<file path="src/sdp_defines.svh">
// constants of the serial debug slave port
`ifndef SDP_DEFINES_SVH
`define SDP_DEFINES_SVH

`define SDP_CMD_W          8
`define SDP_WORD_W         16
`define SDP_CMD_WRITE      8'h02
`define SDP_CMD_READ       8'h03
`define SDP_CMD_LAST_BIT   4'h7
`define SDP_WORD_LAST_BIT  4'hF
`define SDP_CS_RESET_EDGES 2'h2
`define SDP_BUF_DEPTH      2
`define SDP_SYNC_W         3

`endif

</file>
<file path="src/sdp_pkg.sv">
// types shared by the serial debug slave port
`include "sdp_defines.svh"

package sdp_pkg;

    typedef enum logic [2:0] {
        ST_IDLE,
        ST_CMD,
        ST_ADDR,
        ST_WDATA,
        ST_RCHK,
        ST_RDATA,
        ST_IGNORE
    } sdp_state_t;

    typedef struct packed {
        logic [`SDP_WORD_W-1:0] addr;
        logic [`SDP_WORD_W-1:0] data;
    } sdp_wr_t;

endpackage

</file>
<file path="src/sdp_buf2.sv">
// small valid/ready buffer built from flip-flops
`timescale 1ns/1ns

module sdp_buf2 #(
    parameter int W = 32,
    parameter int D = 2
) (
    input  wire logic         clk,
    input  wire logic         rst_n,
    input  wire logic [W-1:0] in_data,
    input  wire logic         in_valid,
    output logic              in_ready,
    output logic      [W-1:0] out_data,
    output logic              out_valid,
    input  wire logic         out_ready
);
    localparam int PW = (D > 1) ? $clog2(D) : 1;
    localparam int CW = $clog2(D + 1);

    logic [W-1:0]  mem_reg [D];
    logic [PW-1:0] wptr_reg;
    logic [PW-1:0] rptr_reg;
    logic [CW-1:0] count_reg;
    logic          push;
    logic          pop;

    assign in_ready  = (count_reg != CW'(D));
    assign out_valid = (count_reg != '0);
    assign push      = in_valid && in_ready;
    assign pop       = out_valid && out_ready;
    assign out_data  = mem_reg[rptr_reg];

    genvar i;
    generate
        for (i = 0; i < D; i++) begin : g_entry
            always_ff @(posedge clk) begin
                if (!rst_n) begin
                    mem_reg[i] <= '0;
                end else if (push && (wptr_reg == PW'(i))) begin
                    mem_reg[i] <= in_data;
                end
            end
        end
    endgenerate

    always_ff @(posedge clk) begin
        if (!rst_n) begin
            wptr_reg <= '0;
            rptr_reg <= '0;
        end else begin
            if (push) begin
                wptr_reg <= (wptr_reg == PW'(D - 1)) ? '0 : wptr_reg + PW'(1);
            end
            if (pop) begin
                rptr_reg <= (rptr_reg == PW'(D - 1)) ? '0 : rptr_reg + PW'(1);
            end
        end
    end

    always_ff @(posedge clk) begin
        if (!rst_n) begin
            count_reg <= '0;
        end else if (push && !pop) begin
            count_reg <= count_reg + CW'(1);
        end else if (pop && !push) begin
            count_reg <= count_reg - CW'(1);
        end
    end

endmodule

</file>
<file path="src/sdp_slave.sv">
// serial debug slave port: link front end, transaction engine, memory ports
`timescale 1ns/1ns
`include "sdp_defines.svh"

// Functional notes
// - select high two clocks resets port to idle
// - select low starts; capture 8-bit command
// - next 16 bits latched as start address
// - data then moves in 16-bit words
// - sample incoming data on rising serial clock
// - change outgoing data on falling serial clock
// - select high ends transfer, drops partial word
// - each further 16 clocks moves next word
// - command 00000010 means write
// - writes store words at consecutive addresses
// - command 00000011 means read
// - read sends check word, then location contents
// - check word is command and address high byte
// - read bursts return consecutive locations
// - deselected output driven: 0 running, 1 stopped
// - works whether processor runs or halts

module sdp_slave (
    input  wire logic                    clk,
    input  wire logic                    rst_n,
    input  wire logic                    spi_sclk,
    input  wire logic                    spi_cs_n,
    input  wire logic                    spi_mosi,
    output logic                         spi_miso,
    output logic                         spi_miso_oe,
    input  wire logic                    cpu_run,
    output sdp_pkg::sdp_wr_t             wr_out,
    output logic                         wr_valid,
    input  wire logic                    wr_ready,
    output logic [`SDP_WORD_W-1:0]       rd_addr,
    output logic                         rd_valid,
    input  wire logic                    rd_ready,
    input  wire logic [`SDP_WORD_W-1:0]  rd_data,
    input  wire logic                    rd_data_valid,
    output logic                         wr_overrun,
    output logic                         port_reset
);
    import sdp_pkg::*;

    logic [`SDP_SYNC_W-1:0] sync1_reg;
    logic [`SDP_SYNC_W-1:0] sync2_reg;
    logic                   sclk_prev_reg;
    logic                   sclk_s;
    logic                   cs_hi;
    logic                   mosi_s;
    logic                   sclk_rise;
    logic                   sclk_fall;

    sdp_state_t             state_reg;
    logic [3:0]             bit_cnt_reg;
    logic [`SDP_WORD_W-1:0] shift_reg;
    logic [`SDP_WORD_W-1:0] in_word;
    logic                   word_done;
    logic [`SDP_CMD_W-1:0]  cmd_reg;
    logic [`SDP_WORD_W-1:0] addr_reg;
    logic [`SDP_WORD_W-1:0] tx_reg;
    logic [`SDP_WORD_W-1:0] rd_hold_reg;
    logic [`SDP_WORD_W-1:0] rd_addr_reg;
    logic                   rd_valid_reg;
    logic                   miso_reg;
    logic [1:0]             rst_cnt_reg;
    logic                   port_reset_reg;
    logic                   overrun_reg;

    logic                   is_write;
    logic                   is_read;
    logic                   addr_done;
    logic                   rchk_done;
    logic                   rdata_done;
    logic                   wdata_done;
    logic                   push_valid;
    logic                   push_ready;
    sdp_wr_t                push_word;

    // two flip-flops on every pin before any logic looks at it
    always_ff @(posedge clk) begin
        if (!rst_n) begin
            // idle pin levels: clock low, select high, so no false clock edge follows reset
            sync1_reg <= 3'h2;
            sync2_reg <= 3'h2;
        end else begin
            sync1_reg <= {spi_sclk, spi_cs_n, spi_mosi};
            sync2_reg <= sync1_reg;
        end
    end

    assign sclk_s = sync2_reg[2];
    assign cs_hi  = sync2_reg[1];
    assign mosi_s = sync2_reg[0];

    always_ff @(posedge clk) begin
        if (!rst_n) begin
            sclk_prev_reg <= 1'h0;
        end else begin
            sclk_prev_reg <= sclk_s;
        end
    end

    assign sclk_rise = sclk_s && !sclk_prev_reg;
    assign sclk_fall = !sclk_s && sclk_prev_reg;

    // decoded events of the transaction
    assign in_word    = {shift_reg[`SDP_WORD_W-2:0], mosi_s};
    assign is_write   = (cmd_reg == `SDP_CMD_WRITE);
    assign is_read    = (cmd_reg == `SDP_CMD_READ);
    assign word_done  = (state_reg == ST_CMD) ? (bit_cnt_reg == `SDP_CMD_LAST_BIT)
                                              : (bit_cnt_reg == `SDP_WORD_LAST_BIT);
    assign addr_done  = sclk_rise && word_done && (state_reg == ST_ADDR) && !cs_hi;
    assign rchk_done  = sclk_rise && word_done && (state_reg == ST_RCHK) && !cs_hi;
    assign rdata_done = sclk_rise && word_done && (state_reg == ST_RDATA) && !cs_hi;
    assign wdata_done = sclk_rise && word_done && (state_reg == ST_WDATA) && !cs_hi;

    // transaction state; select high always wins and drops the partial word
    always_ff @(posedge clk) begin
        if (!rst_n) begin
            state_reg <= ST_IDLE;
        end else if (cs_hi) begin
            state_reg <= ST_IDLE;
        end else if (state_reg == ST_IDLE) begin
            state_reg <= ST_CMD;
        end else if (sclk_rise && word_done) begin
            unique case (state_reg)
                ST_IDLE: begin
                    state_reg <= ST_CMD;
                end
                ST_CMD: begin
                    state_reg <= ST_ADDR;
                end
                ST_ADDR: begin
                    if (is_write) begin
                        state_reg <= ST_WDATA;
                    end else if (is_read) begin
                        state_reg <= ST_RCHK;
                    end else begin
                        state_reg <= ST_IGNORE;
                    end
                end
                ST_RCHK: begin
                    state_reg <= ST_RDATA;
                end
                ST_RDATA: begin
                    state_reg <= ST_RDATA;
                end
                ST_WDATA: begin
                    state_reg <= ST_WDATA;
                end
                ST_IGNORE: begin
                    state_reg <= ST_IGNORE;
                end
            endcase
        end
    end

    // bit counting and input shifting on rising serial clock edges
    always_ff @(posedge clk) begin
        if (!rst_n) begin
            bit_cnt_reg <= 4'h0;
            shift_reg   <= 16'h0000;
        end else if (cs_hi) begin
            bit_cnt_reg <= 4'h0;
            shift_reg   <= 16'h0000;
        end else if (sclk_rise && (state_reg != ST_IDLE)) begin
            shift_reg   <= in_word;
            bit_cnt_reg <= word_done ? 4'h0 : bit_cnt_reg + 4'h1;
        end
    end

    // command and address capture, auto increment per word
    always_ff @(posedge clk) begin
        if (!rst_n) begin
            cmd_reg  <= 8'h00;
            addr_reg <= 16'h0000;
        end else if (sclk_rise && word_done && (state_reg == ST_CMD) && !cs_hi) begin
            cmd_reg <= in_word[`SDP_CMD_W-1:0];
        end else if (addr_done) begin
            addr_reg <= in_word;
        end else if (wdata_done || rchk_done || rdata_done) begin
            addr_reg <= addr_reg + 16'h0001;
        end
    end

    // write words go to the buffer with the address they belong to
    assign push_word.addr = addr_reg;
    assign push_word.data = in_word;
    assign push_valid     = wdata_done;

    sdp_buf2 #(
        .W ($bits(sdp_wr_t)),
        .D (`SDP_BUF_DEPTH)
    ) u_wbuf (
        .clk       (clk),
        .rst_n     (rst_n),
        .in_data   (push_word),
        .in_valid  (push_valid),
        .in_ready  (push_ready),
        .out_data  (wr_out),
        .out_valid (wr_valid),
        .out_ready (wr_ready)
    );

    // the master cannot be stalled, so a word meeting a full buffer is flagged
    always_ff @(posedge clk) begin
        if (!rst_n) begin
            overrun_reg <= 1'h0;
        end else if (push_valid && !push_ready) begin
            overrun_reg <= 1'h1;
        end
    end

    // read requests: first at the address, then one ahead of each data word
    always_ff @(posedge clk) begin
        if (!rst_n) begin
            rd_addr_reg  <= 16'h0000;
            rd_valid_reg <= 1'h0;
        end else if (addr_done && is_read) begin
            rd_addr_reg  <= in_word;
            rd_valid_reg <= 1'h1;
        end else if (rchk_done || rdata_done) begin
            rd_addr_reg  <= addr_reg + 16'h0001;
            rd_valid_reg <= 1'h1;
        end else if (rd_ready) begin
            rd_valid_reg <= 1'h0;
        end
    end

    always_ff @(posedge clk) begin
        if (!rst_n) begin
            rd_hold_reg <= 16'h0000;
        end else if (rd_data_valid) begin
            rd_hold_reg <= rd_data;
        end
    end

    // outgoing word: check word after the address, then memory contents
    always_ff @(posedge clk) begin
        if (!rst_n) begin
            tx_reg <= 16'h0000;
        end else if (addr_done && is_read) begin
            tx_reg <= {cmd_reg, in_word[15:8]};
        end else if (rchk_done || rdata_done) begin
            tx_reg <= rd_hold_reg;
        end else if (sclk_fall && !cs_hi && ((state_reg == ST_RCHK) || (state_reg == ST_RDATA))) begin
            tx_reg <= {tx_reg[`SDP_WORD_W-2:0], 1'h0};
        end
    end

    // output pin always driven; level shows processor state while deselected
    always_ff @(posedge clk) begin
        if (!rst_n) begin
            miso_reg <= 1'h0;
        end else if (cs_hi) begin
            miso_reg <= !cpu_run;
        end else if (sclk_fall && ((state_reg == ST_RCHK) || (state_reg == ST_RDATA))) begin
            miso_reg <= tx_reg[`SDP_WORD_W-1];
        end
    end

    // count serial clocks seen with select high
    always_ff @(posedge clk) begin
        if (!rst_n) begin
            rst_cnt_reg    <= 2'h0;
            port_reset_reg <= 1'h0;
        end else if (!cs_hi) begin
            rst_cnt_reg    <= 2'h0;
            port_reset_reg <= 1'h0;
        end else if (sclk_rise && (rst_cnt_reg != `SDP_CS_RESET_EDGES)) begin
            rst_cnt_reg    <= rst_cnt_reg + 2'h1;
            port_reset_reg <= (rst_cnt_reg + 2'h1 == `SDP_CS_RESET_EDGES);
        end else begin
            port_reset_reg <= 1'h0;
        end
    end

    // no path depends on cpu_run except the idle level, so access works either way
    assign spi_miso    = miso_reg;
    assign spi_miso_oe = 1'h1;
    assign rd_addr     = rd_addr_reg;
    assign rd_valid    = rd_valid_reg;
    assign wr_overrun  = overrun_reg;
    assign port_reset  = port_reset_reg;
endmodule

</file>
<file path="config.mk">
export PLATFORM = sky130hd
export DESIGN_NAME = sdp_slave
export DESIGN_NICKNAME = d
export VERILOG_FILES = /design/src/sdp_pkg.sv /design/src/sdp_buf2.sv /design/src/sdp_slave.sv
export VERILOG_INCLUDE_DIRS = /design/src /design/src/src
export SDC_FILE = /design/constraint.sdc
export NUM_CORES = 1
export LEC_CHECK = 0
export BUFFER_PORTS_ARGS = -buffer_cell sky130_fd_sc_hd__buf_2
export CAP_MARGIN = 10
export CORE_MARGIN = 4
export CORE_UTILIZATION = 64
export CTS_CLUSTER_SIZE = 8
export DETAILED_ROUTE_END_ITERATION = 6
export PLACE_DENSITY = 0.83
export SYNTH_ARGS = -nofsm -noshare
export SYNTH_HDL_FRONTEND = slang
export SYNTH_HIERARCHICAL = 1
export SYNTH_SLANG_ARGS = --single-unit
</file>
<file path="constraint.sdc">
create_clock -name clk -period 8.7 [get_ports clk]
set_input_delay 0.435 -clock clk [delete_from_list [all_inputs] [get_ports clk]]
set_output_delay 0.435 -clock clk [all_outputs]
set_load 0.02 [all_outputs]
</file>
# Word-level counts from Yosys, hierarchy flattened
# Memory sizes are Yosys's and may differ from the RTL's. A register that Yosys moved wholly into a read port is not among the register bits.
# Index checks and enable logic that the tools add are counted.
totals:
  in_bits: 25
  word_cells: 133
  mem_bits_rw: 64
  out_inout_bits: 54
  n_memories: 1
  regBits: 111
classes:
  addsub: 7
  n_mux: 34
  n_reduce_logical: 53
  bitwise_logic: 5
  n_eq_ne: 13
mem_list:
  columns: ["name", "depth", "word_bits", "read_ports", "rd_clocked_by_memory_dff", "write_ports", "line_no", "source"]
  rows:
  - ["u_wbuf.mem_reg", 2, 32, 1, 1, 2, "sdp_buf2.sv:20", "logic [W-1:0] mem_reg [D];"]
ops:
  columns: ["cell", "count"]
  rows:
  - ["two-way mux 16 bit", 7]
  - ["two-way mux 32 bit", 2]
  - ["logical AND 1 bit", 26]
  - ["two-way mux 1 bit", 19]
  - ["adder 16 x 1 -> 16 bit, second input constant", 1]
  - ["equality test 8 x 2 -> 1 bit, second input constant", 2]
  - ["one-hot mux 3 bit (5 select lines)", 1]
  - ["nonzero test 2 bit", 6]
  - ["equality test 3 bit, second input constant", 3]
  - ["nonzero test 3 bit", 3]
  - ["logical NOT 1 bit", 7]
  - ["equality test 3 x 2 -> 1 bit, second input constant", 2]
  - ["two-way mux 2 bit", 3]
  - ["adder 2 x 1 -> 2 bit, second input constant", 2]
  - ["adder 4 x 1 -> 4 bit, second input constant", 1]
  - ["equality test 4 x 3 -> 1 bit, second input constant", 1]
  - ["equality test 4 bit, second input constant", 1]
  - ["logical OR 1 bit", 4]
  - ["two-way mux 4 bit", 1]
  - ["!= test 2 bit, second input constant", 2]
  - ["AND reduction 2 bit", 2]
  - ["OR reduction 2 bit", 2]
  - ["equality test 3 x 1 -> 1 bit, second input constant", 1]
  - ["logical NOT 3 bit", 1]
  - ["8 further kinds", 12]

# Logic depth before layout (Yosys ltp)
# Gate-level depths: netlist of run 1.
depth:
  depth_word: 11
  ltp_mapped: 10
  mapped_depth_nobuf: 9

# Modules after synthesis
# Netlist of run 1, hierarchy kept.
by_module_without_submodules:
  columns: ["module", "instances", "seq_area_each_um2", "area_per_inst_um2", "cells_per_inst"]
  rows:
  - ["sdp_slave", 1, 2142.1, 4908.5, 555]
  - ["sdp_buf2", 1, 2021.9, 3016.6, 231]

# Worst setup path before layout of run 1
# OpenSTA, ideal clock, no wires.
synth_timing:
  path_type: "reg2reg"
  start: "reg bit_cnt_reg[0]"
  end: "mem u_wbuf.mem_reg[0][0], enable pin"
  arrival_ns: 3.201
  period_less_slack_ns: 3.591
  setup_ns: 0.389
  required_time_ns: 8.311
  n_path_buf: 2
  path_stages_with_launch: 9
  path_slack_ns: 5.109
  cell_sequence: "dfxtp_1 > ha_1 > nand4b_1 > or2_2 > clkbuf_1 > nor4b_1 > nand3b_4 > buf_6 > nand2_1"
synth_rtl:
  columns: ["item", "line_no", "source"]
  rows:
  - ["start: declaration", "sdp_slave.sv:55", "logic [3:0] bit_cnt_reg;"]
  - ["start signal: assignment", "sdp_slave.sv:169", "bit_cnt_reg <= word_done ? 4'h0 : bit_cnt_reg + 4'h1;"]
  - ["end: declaration", "sdp_buf2.sv:20", null]

==> results of run 1 <==
[power breakdown]
group	total (mW)	switching, mW	internal (mW)	leakage (nW)
sequential	0.882	0.00880	0.873	1.51
combinational	0.0669	0.0431	0.0238	1.32
clock	0.753	0.299	0.454	0.290
total	1.70	0.351	1.35	3.12
[area by class of cell]
cell class | count | share of cell area [%]
sequential | 176 | 46.90
clock buffer | 25 | 5.609
timing repair buffer | 87 | 5.228
clock inverter | 6 | 0.9160
multi-input combinational | 545 | 38.64
inverter | 8 | 0.3382
tap | 168 | 2.368
[metal layers]
layer / track usage (%) / wire length (um) / up-vias / share of wire [%]
met5: 0 / 0 / - / 0
met4: 11.37 / 476 / 0 / 2.7
met3: 5.176 / 1234 / 42 / 6.9
met2: 40.97 / 8649 / 280 / 48
met1: 33.57 / 7550 / 2945 / 42
li1: - / - / 2868 / -
[cells in the final DEF (no fill, tap or decap), types with 9 or more instances in the layout]
master,netlist,routed
o31ai_1,11,11
nand3_1,24,24
a211oi_1,13,13
nor2_1,120,120
dfxtp_1,112,112
and2_1,10,10
xor2_1,11,11
mux2_2,38,38
nand2b_1,9,9
buf_2,12,77
xnor2_1,11,11
nand2_1,96,96
a21oi_1,31,31
o21ai_0,25,25
edfxtp_1,64,64
clkbuf_16,0,18
buf_4,3,9
mux2i_1,29,29
nor3_1,9,9
[worst register-to-register path, cell delays in order (launching register included)]
cell and delay (ps):
dfxtp_1 370, ha_1 190, nand4b_1 310, or2_2 470, nor4b_1 330, buf_4 240
nand3b_4 320, nand2_1 600, buf_4 380
[final timing paths]
kind / slack (ps) / cells past startpoint / endpoint / from
setup reg to reg: 5170 / 8 / u_wbuf/mem_reg[0][22] / bit_cnt_reg[1]
hold / removal: 190 / 2 / spi_miso / cpu_run
setup / recovery: 5170 / 8 / u_wbuf/mem_reg[0][22] / bit_cnt_reg[1]
hold reg to reg: 410 / 1 / sync2_reg[1] / sync1_reg[1]
[cells by family (layout without fill, tap and decap cells)]
| kind of cell | Yosys count | after routing | share of synthesized area (%) |
|---|---|---|---|
| xor+xnor | 23 | 23 | 2.637 |
| mux | 69 | 69 | 9.346 |
| simple gates | 318 | 318 | 18.91 |
| fa+ha+maj | 5 | 5 | 0.7894 |
| flops | 176 | 176 | 52.54 |
| buf+inv | 65 | 126 | 4.357 |
| other cells | 1 | 1 | 0.04732 |
| compound gates | 129 | 129 | 11.37 |
[per-stage QoR]
| stage | setup WS (ps) | power [mW] | utilization [%] | instances | cell area, um2 |
|---|---|---|---|---|---|
| floorplan | 5109 | 0.9425 | - | 786 | 7925 |
| global placement | 5401 | 0.9627 | 68.71 | 983 | 8288 |
| detailed placement | 5216 | 0.9668 | 68.71 | 983 | 8288 |
| CTS | 5166 | 1.708 | 73.52 | 1014 | 8867 |
| global route | 4872 | 1.751 | 73.61 | 1015 | 8879 |
| finish | 5174 | 1.701 | 73.61 | 1015 | 8879 |
==> results by group, run 1 <==
Run status
  – Status: finished clean

Critical path
  – Delay-heaviest family, CP: simple AND/OR/NAND/NOR gates
  – Critical path peak fanout: 34
  – CP Cell Sequence: ha_1 > nand4b_1 > or2_2 > nor4b_1 > buf_4 > nand3b_4 > nand2_1 > buf_4
  – Critical path startpoint category: register
  – Required time worst endpoint: 8810 ps
  – Critical Path AT: 3630 ps
  – Critical Path Max Stage Delay: 590 ps
  – Critical path type: reg -> reg
  – Slowest CP cell: nand2_1
  – WP buf/inv: 2
  – Most used cell, CP: buf_4
  – Crit end category: register

STA
  – Worst Tran Pin Value: 1083 ps
  – Rel. slew slack: 27.25%
  – Setup repair after global routing missed its margin: no
  – Final Skew: 7.216 ps
  – Max frequency: 0.2836 GHz
  – Final hold vios: 0
  – Setup violators final: 0
  – Final min period: 3526 ps
  – Period utilization: 40.53%
  – Min Hold Slack: 192.8 ps
  – Max Slew Vio Count: 0
  – Setup TNS: 0 ps

Route
  – WL final: 17910 um
  – Pre-antenna DRT Iters: 6
  – DRT iter0 DRCs: 683
  – Routed len/inst: 17.65 um
  – Via count: 6135
  – Post-route ant nets: 0
  – Via density: 6.044
  – Drc violations: 0

Clock tree
  – CTS tree: built
  – Post_cts resized: 0
  – Postcts setup bufs: 0
  – H-tree depth: 4
  – Clock Root Buffer: clkbuf_16
  – Clock slew at reported path FFs: 60 ps
  – Worst skew pair latency: 420 ps
  – Hold_buf cts: 0
  – Clock buffer count from CTS: 17
  – CTS sink count: 176
  – CTS Buffer Depth: 2

Logic synthesis
  – Post-synth top cells: nor2_1, dfxtp_1, nand2_1
  – Post-synth EDFFs: 64
  – Synthesized area: 0.007925 mm2
  – Syn_nets: 816
  – Top-area cell type share of the netlist area: 28.29%
  – Ys Warns: 6
  – Sequential share of the synthesized area: 52.54%
  – Count leader, synth: nor2_1
  – Synth async-reset ratio: 0%
  – Ranking of synthesized cells by area: dfxtp_1, edfxtp_1, nor2_1, mux2_2, nand2_1
  – Seq cells post-synth: 176
  – Leading area contributor after synthesis: dfxtp_1
  – Top FF cell, synth: dfxtp_1
  – Mean Syn Cell Area: 10.08 um2
  – Synth unique cells: 68
  – Mapped Cells: 786

Floorplan
  – Die height: 119.3 um
  – Placeable Area: 0.01206 mm2
  – Die footprint: 0.01423 mm2
  – Chip Width: 119.3 um
  – IO Pins: 79
  – Initial core utilization: 65.71%
  – Row cnt: 40

Min path
  – Hold Path Class: in -> reg

Placed design
  – Port buffer count: 77
  – Dpl hpwl: 11900 um
  – Gpl congestion: 0.9193

Global routing
  – Global route overflow: 0
  – Global-route wire length before repair: 29240 um
  – GRT Total Usage: 25.56%
  – Vias in the first global route: 5868
  – Initial antenna violation count: 0
  – Largest net degree at the start of global routing: 84

Finish
  – # diodes: 0
  – Register area: 0.004164 mm2
  – Share of cells above drive strength 1: 21.72%
  – Footprint of the multi-input gates: 0.003431 mm2
  – Layout area overhead: 12.03%
  – Nets: 865
  – Max FFs per register: 64
  – Filler cells: 848

Power
  – Leak: 3.121 nW
  – Cell Pwr Density: 191.6 mW/mm2
  – Worst VDD drop: 0.1407 mV

Job
  – Max_cap viols: 0
No activity file was read; power rests on OpenSTA's default activity.
==> run 2, diff against run 1 <==
--- a/config.mk
+++ b/config.mk
@@ -9,10 +9,10 @@
 export BUFFER_PORTS_ARGS = -buffer_cell sky130_fd_sc_hd__buf_2
 export CAP_MARGIN = 10
 export CORE_MARGIN = 4
-export CORE_UTILIZATION = 64
+export CORE_UTILIZATION = 53
 export CTS_CLUSTER_SIZE = 8
 export DETAILED_ROUTE_END_ITERATION = 6
-export PLACE_DENSITY = 0.83
+export PLACE_DENSITY = 0.74
 export SYNTH_ARGS = -nofsm -noshare
 export SYNTH_HDL_FRONTEND = slang
 export SYNTH_HIERARCHICAL = 1
==> constraint.sdc (replaced) <==
create_clock -name clk -period 3.2 [get_ports clk]
set_input_delay 0.16 -clock clk [delete_from_list [all_inputs] [get_ports clk]]
set_output_delay 0.16 -clock clk [all_outputs]
set_load 0.02 [all_outputs]
==> results by group, run 2 (synthesis gave the netlist of run 1 again) <==
Critical path
  – WP buf/inv: 0 (was 2)
  – Crit end category: register (unchanged)
  – Critical path peak fanout: 20 (was 34)
  – Slowest CP cell: or4_1 (was nand2_1)
  – Delay-heaviest family, CP: simple AND/OR/NAND/NOR gates (unchanged)
  – Required time worst endpoint: 3530 ps (was 8810 ps)
  – Critical Path AT: 3150 ps (was 3630 ps)
  – CP Cell Sequence: ha_1 > nand4b_1 > or4_1 > nor2_4 > nor3_4 > a32o_1 (was ha_1 > nand4b_1 > or2_2 > nor4b_1 > buf_4 > nand3b_4 > nand2_1 > buf_4)
  – Critical path startpoint category: register (unchanged)
  – Critical path type: reg -> reg (unchanged)
  – Critical Path Max Stage Delay: 930 ps (was 590 ps)

Floorplan
  – Initial core utilization: 54.32% (was 65.71%)
  – Die footprint: 0.01697 mm2 (was 0.01423 mm2)
  – Chip Width: 130.3 um (was 119.3 um)
  – Die height: 130.3 um (was 119.3 um)
  – Placeable Area: 0.01459 mm2 (was 0.01206 mm2)
  – Row cnt: 44 (was 40)
  – IO Pins: 79 (unchanged)

Finish
  – Most common cell after layout, fill and taps aside: nor2_1 (unchanged)
  – Max FFs per register: 64 (unchanged)
  – Register area: 0.004164 mm2 (unchanged)
  – Filler cells: 1150 (was 848)
  – # diodes: 0 (unchanged)
  – Nets: 890 (was 865)
  – Layout area overhead: 15.96% (was 12.03%)
  – Commonest non-fill, non-tap cells in the layout: nor2_1, dfxtp_1, nand2_1 (unchanged)
  – Footprint of the multi-input gates: 0.003442 mm2 (was 0.003431 mm2)
  – Share of cells above drive strength 1: 22.22% (was 21.72%)

STA
  – Final min period: 2825 ps (was 3526 ps)
  – Setup violators final: 0 (unchanged)
  – Max Slew Vio Count: 0 (unchanged)
  – Worst Tran Pin Value: 1078 ps (was 1083 ps)
  – Setup TNS: 0 ps (unchanged)
  – Setup repair after global routing missed its margin: no (unchanged)
  – Final hold vios: 0 (unchanged)
  – Rel. slew slack: 28.06% (was 27.25%)
  – Final Skew: 11.70 ps (was 7.216 ps)
  – Max frequency: 0.3540 GHz (was 0.2836 GHz)
  – Period utilization: 88.28% (was 40.53%)

Route
  – DRT iter0 DRCs: 468 (was 683)
  – Drc violations: 0 (unchanged)
  – WL final: 18700 um (was 17910 um)
  – Post-route ant nets: 0 (unchanged)
  – Routed len/inst: 17.69 um (was 17.65 um)
  – Pre-antenna DRT Iters: 5 (was 6)
  – Via count: 6059 (was 6135)
  – Via density: 5.732 (was 6.044)

Global routing
  – Vias in the first global route: 5805 (was 5868)
  – Initial antenna violation count: 0 (unchanged)
  – Largest net degree at the start of global routing: 106 (was 84)
  – Global-route wire length before repair: 30130 um (was 29240 um)
  – Global route overflow: 0 (unchanged)
  – GRT Total Usage: 22.68% (was 25.56%)

Clock tree
  – Postcts setup bufs: 0 (unchanged)
  – CTS Buffer Depth: 2 (unchanged)
  – Worst skew pair latency: 430 ps (was 420 ps)
  – Hold_buf cts: 20 (was 0)
  – CTS sink count: 176 (unchanged)
  – CTS tree: built (unchanged)
  – Clock Root Buffer: clkbuf_16 (unchanged)
  – Clock slew at reported path FFs: 70 ps (was 60 ps)
  – Clock buffer count from CTS: 17 (unchanged)
  – H-tree depth: 4 (unchanged)
  – Post_cts resized: 0 (unchanged)

Run status
  – Status: finished clean (unchanged)

Placed design
  – Gpl congestion: 0.8756 (was 0.9193)
  – Dpl hpwl: 12370 um (was 11900 um)
  – Port buffer count: 77 (unchanged)

Power
  – Leak: 3.228 nW (was 3.121 nW)
  – Total power: 4.651 mW (was 1.701 mW)
  – Worst VDD drop: 0.3565 mV (was 0.1407 mV)
  – Cell Pwr Density: 506.1 mW/mm2 (was 191.6 mW/mm2)

Min path
  – Hold Path Class: in -> reg (unchanged)

Job
  – Max_cap viols: 0 (unchanged)
-- run 2: cell types whose count changed in the layout (fill, tap and decap cells not counted), sizes merged --
cell         previous run  this run
dlygate4sd3             0        21
clkbuf                 25        17
buf                    87        91
clkinv                  3         7
clkinvlp                0         3
inv                     9        11
-- run 2: layout make-up --
type | instances | share of cell area, %
clock buffers | 17 | 4.629
well taps | 184 | 2.505
flip-flops and latches | 176 | 45.31
clock inverters | 15 | 1.743
repair buffers | 112 | 8.033
multi-input cells | 545 | 37.45
inverters | 8 | 0.3268
-- run 2: layer usage --
layer	global-route usage [%]	vias up	part of all wire, %
li1	-	2922	-
met1	29.86	2888	44
met2	37.21	210	49
met3	4.339	39	5.2
met4	8.619	0	2.5
met5	0	-	0
-- run 2: through the flow --
| step | setup WS (ps) | area, um2 | util, % | cells | hold slack [ps] |
|---|---|---|---|---|---|
| 2_1_floorplan | 281.4 | 7936 | - | 786 | 261.5 |
| 3_3_place_gp | 461.1 | 8394 | 57.54 | 1004 | 339.5 |
| 3_5_place_dp | 427.9 | 8394 | 57.54 | 1004 | 343.9 |
| 4_1_cts | 405.7 | 9180 | 62.92 | 1056 | 12.00 |
| 5_1_grt | 198.0 | 9190 | 62.99 | 1057 | 266.6 |
| 6_report | 375.1 | 9190 | 62.99 | 1057 | 203.8 |
-- run 2: path summary, 6_finish.rpt --
path,from,endpoint,slack [ps],cells after the start
max,bit_cnt_reg[0],tx_reg[15],380,6
min,wr_ready,register,200,4
max reg2reg,bit_cnt_reg[0],tx_reg[15],380,6
min reg2reg,sync1_reg[1],sync2_reg[1],410,1
-- run 2: report_power, final --
part           internal [mW]  switching [mW]
sequential              2.37          0.0242
clock                   1.16           0.889
combinational         0.0868           0.122
-- run 2: worst reg2reg max path: cells and delay by family, from the launching register on --
family,cells,cell delay [ps]
AND/OR/NAND/NOR,4,1890
flip-flops,1,380
AO/OA/AOI/OAI,1,260
adder cells (fa/ha/maj),1,180
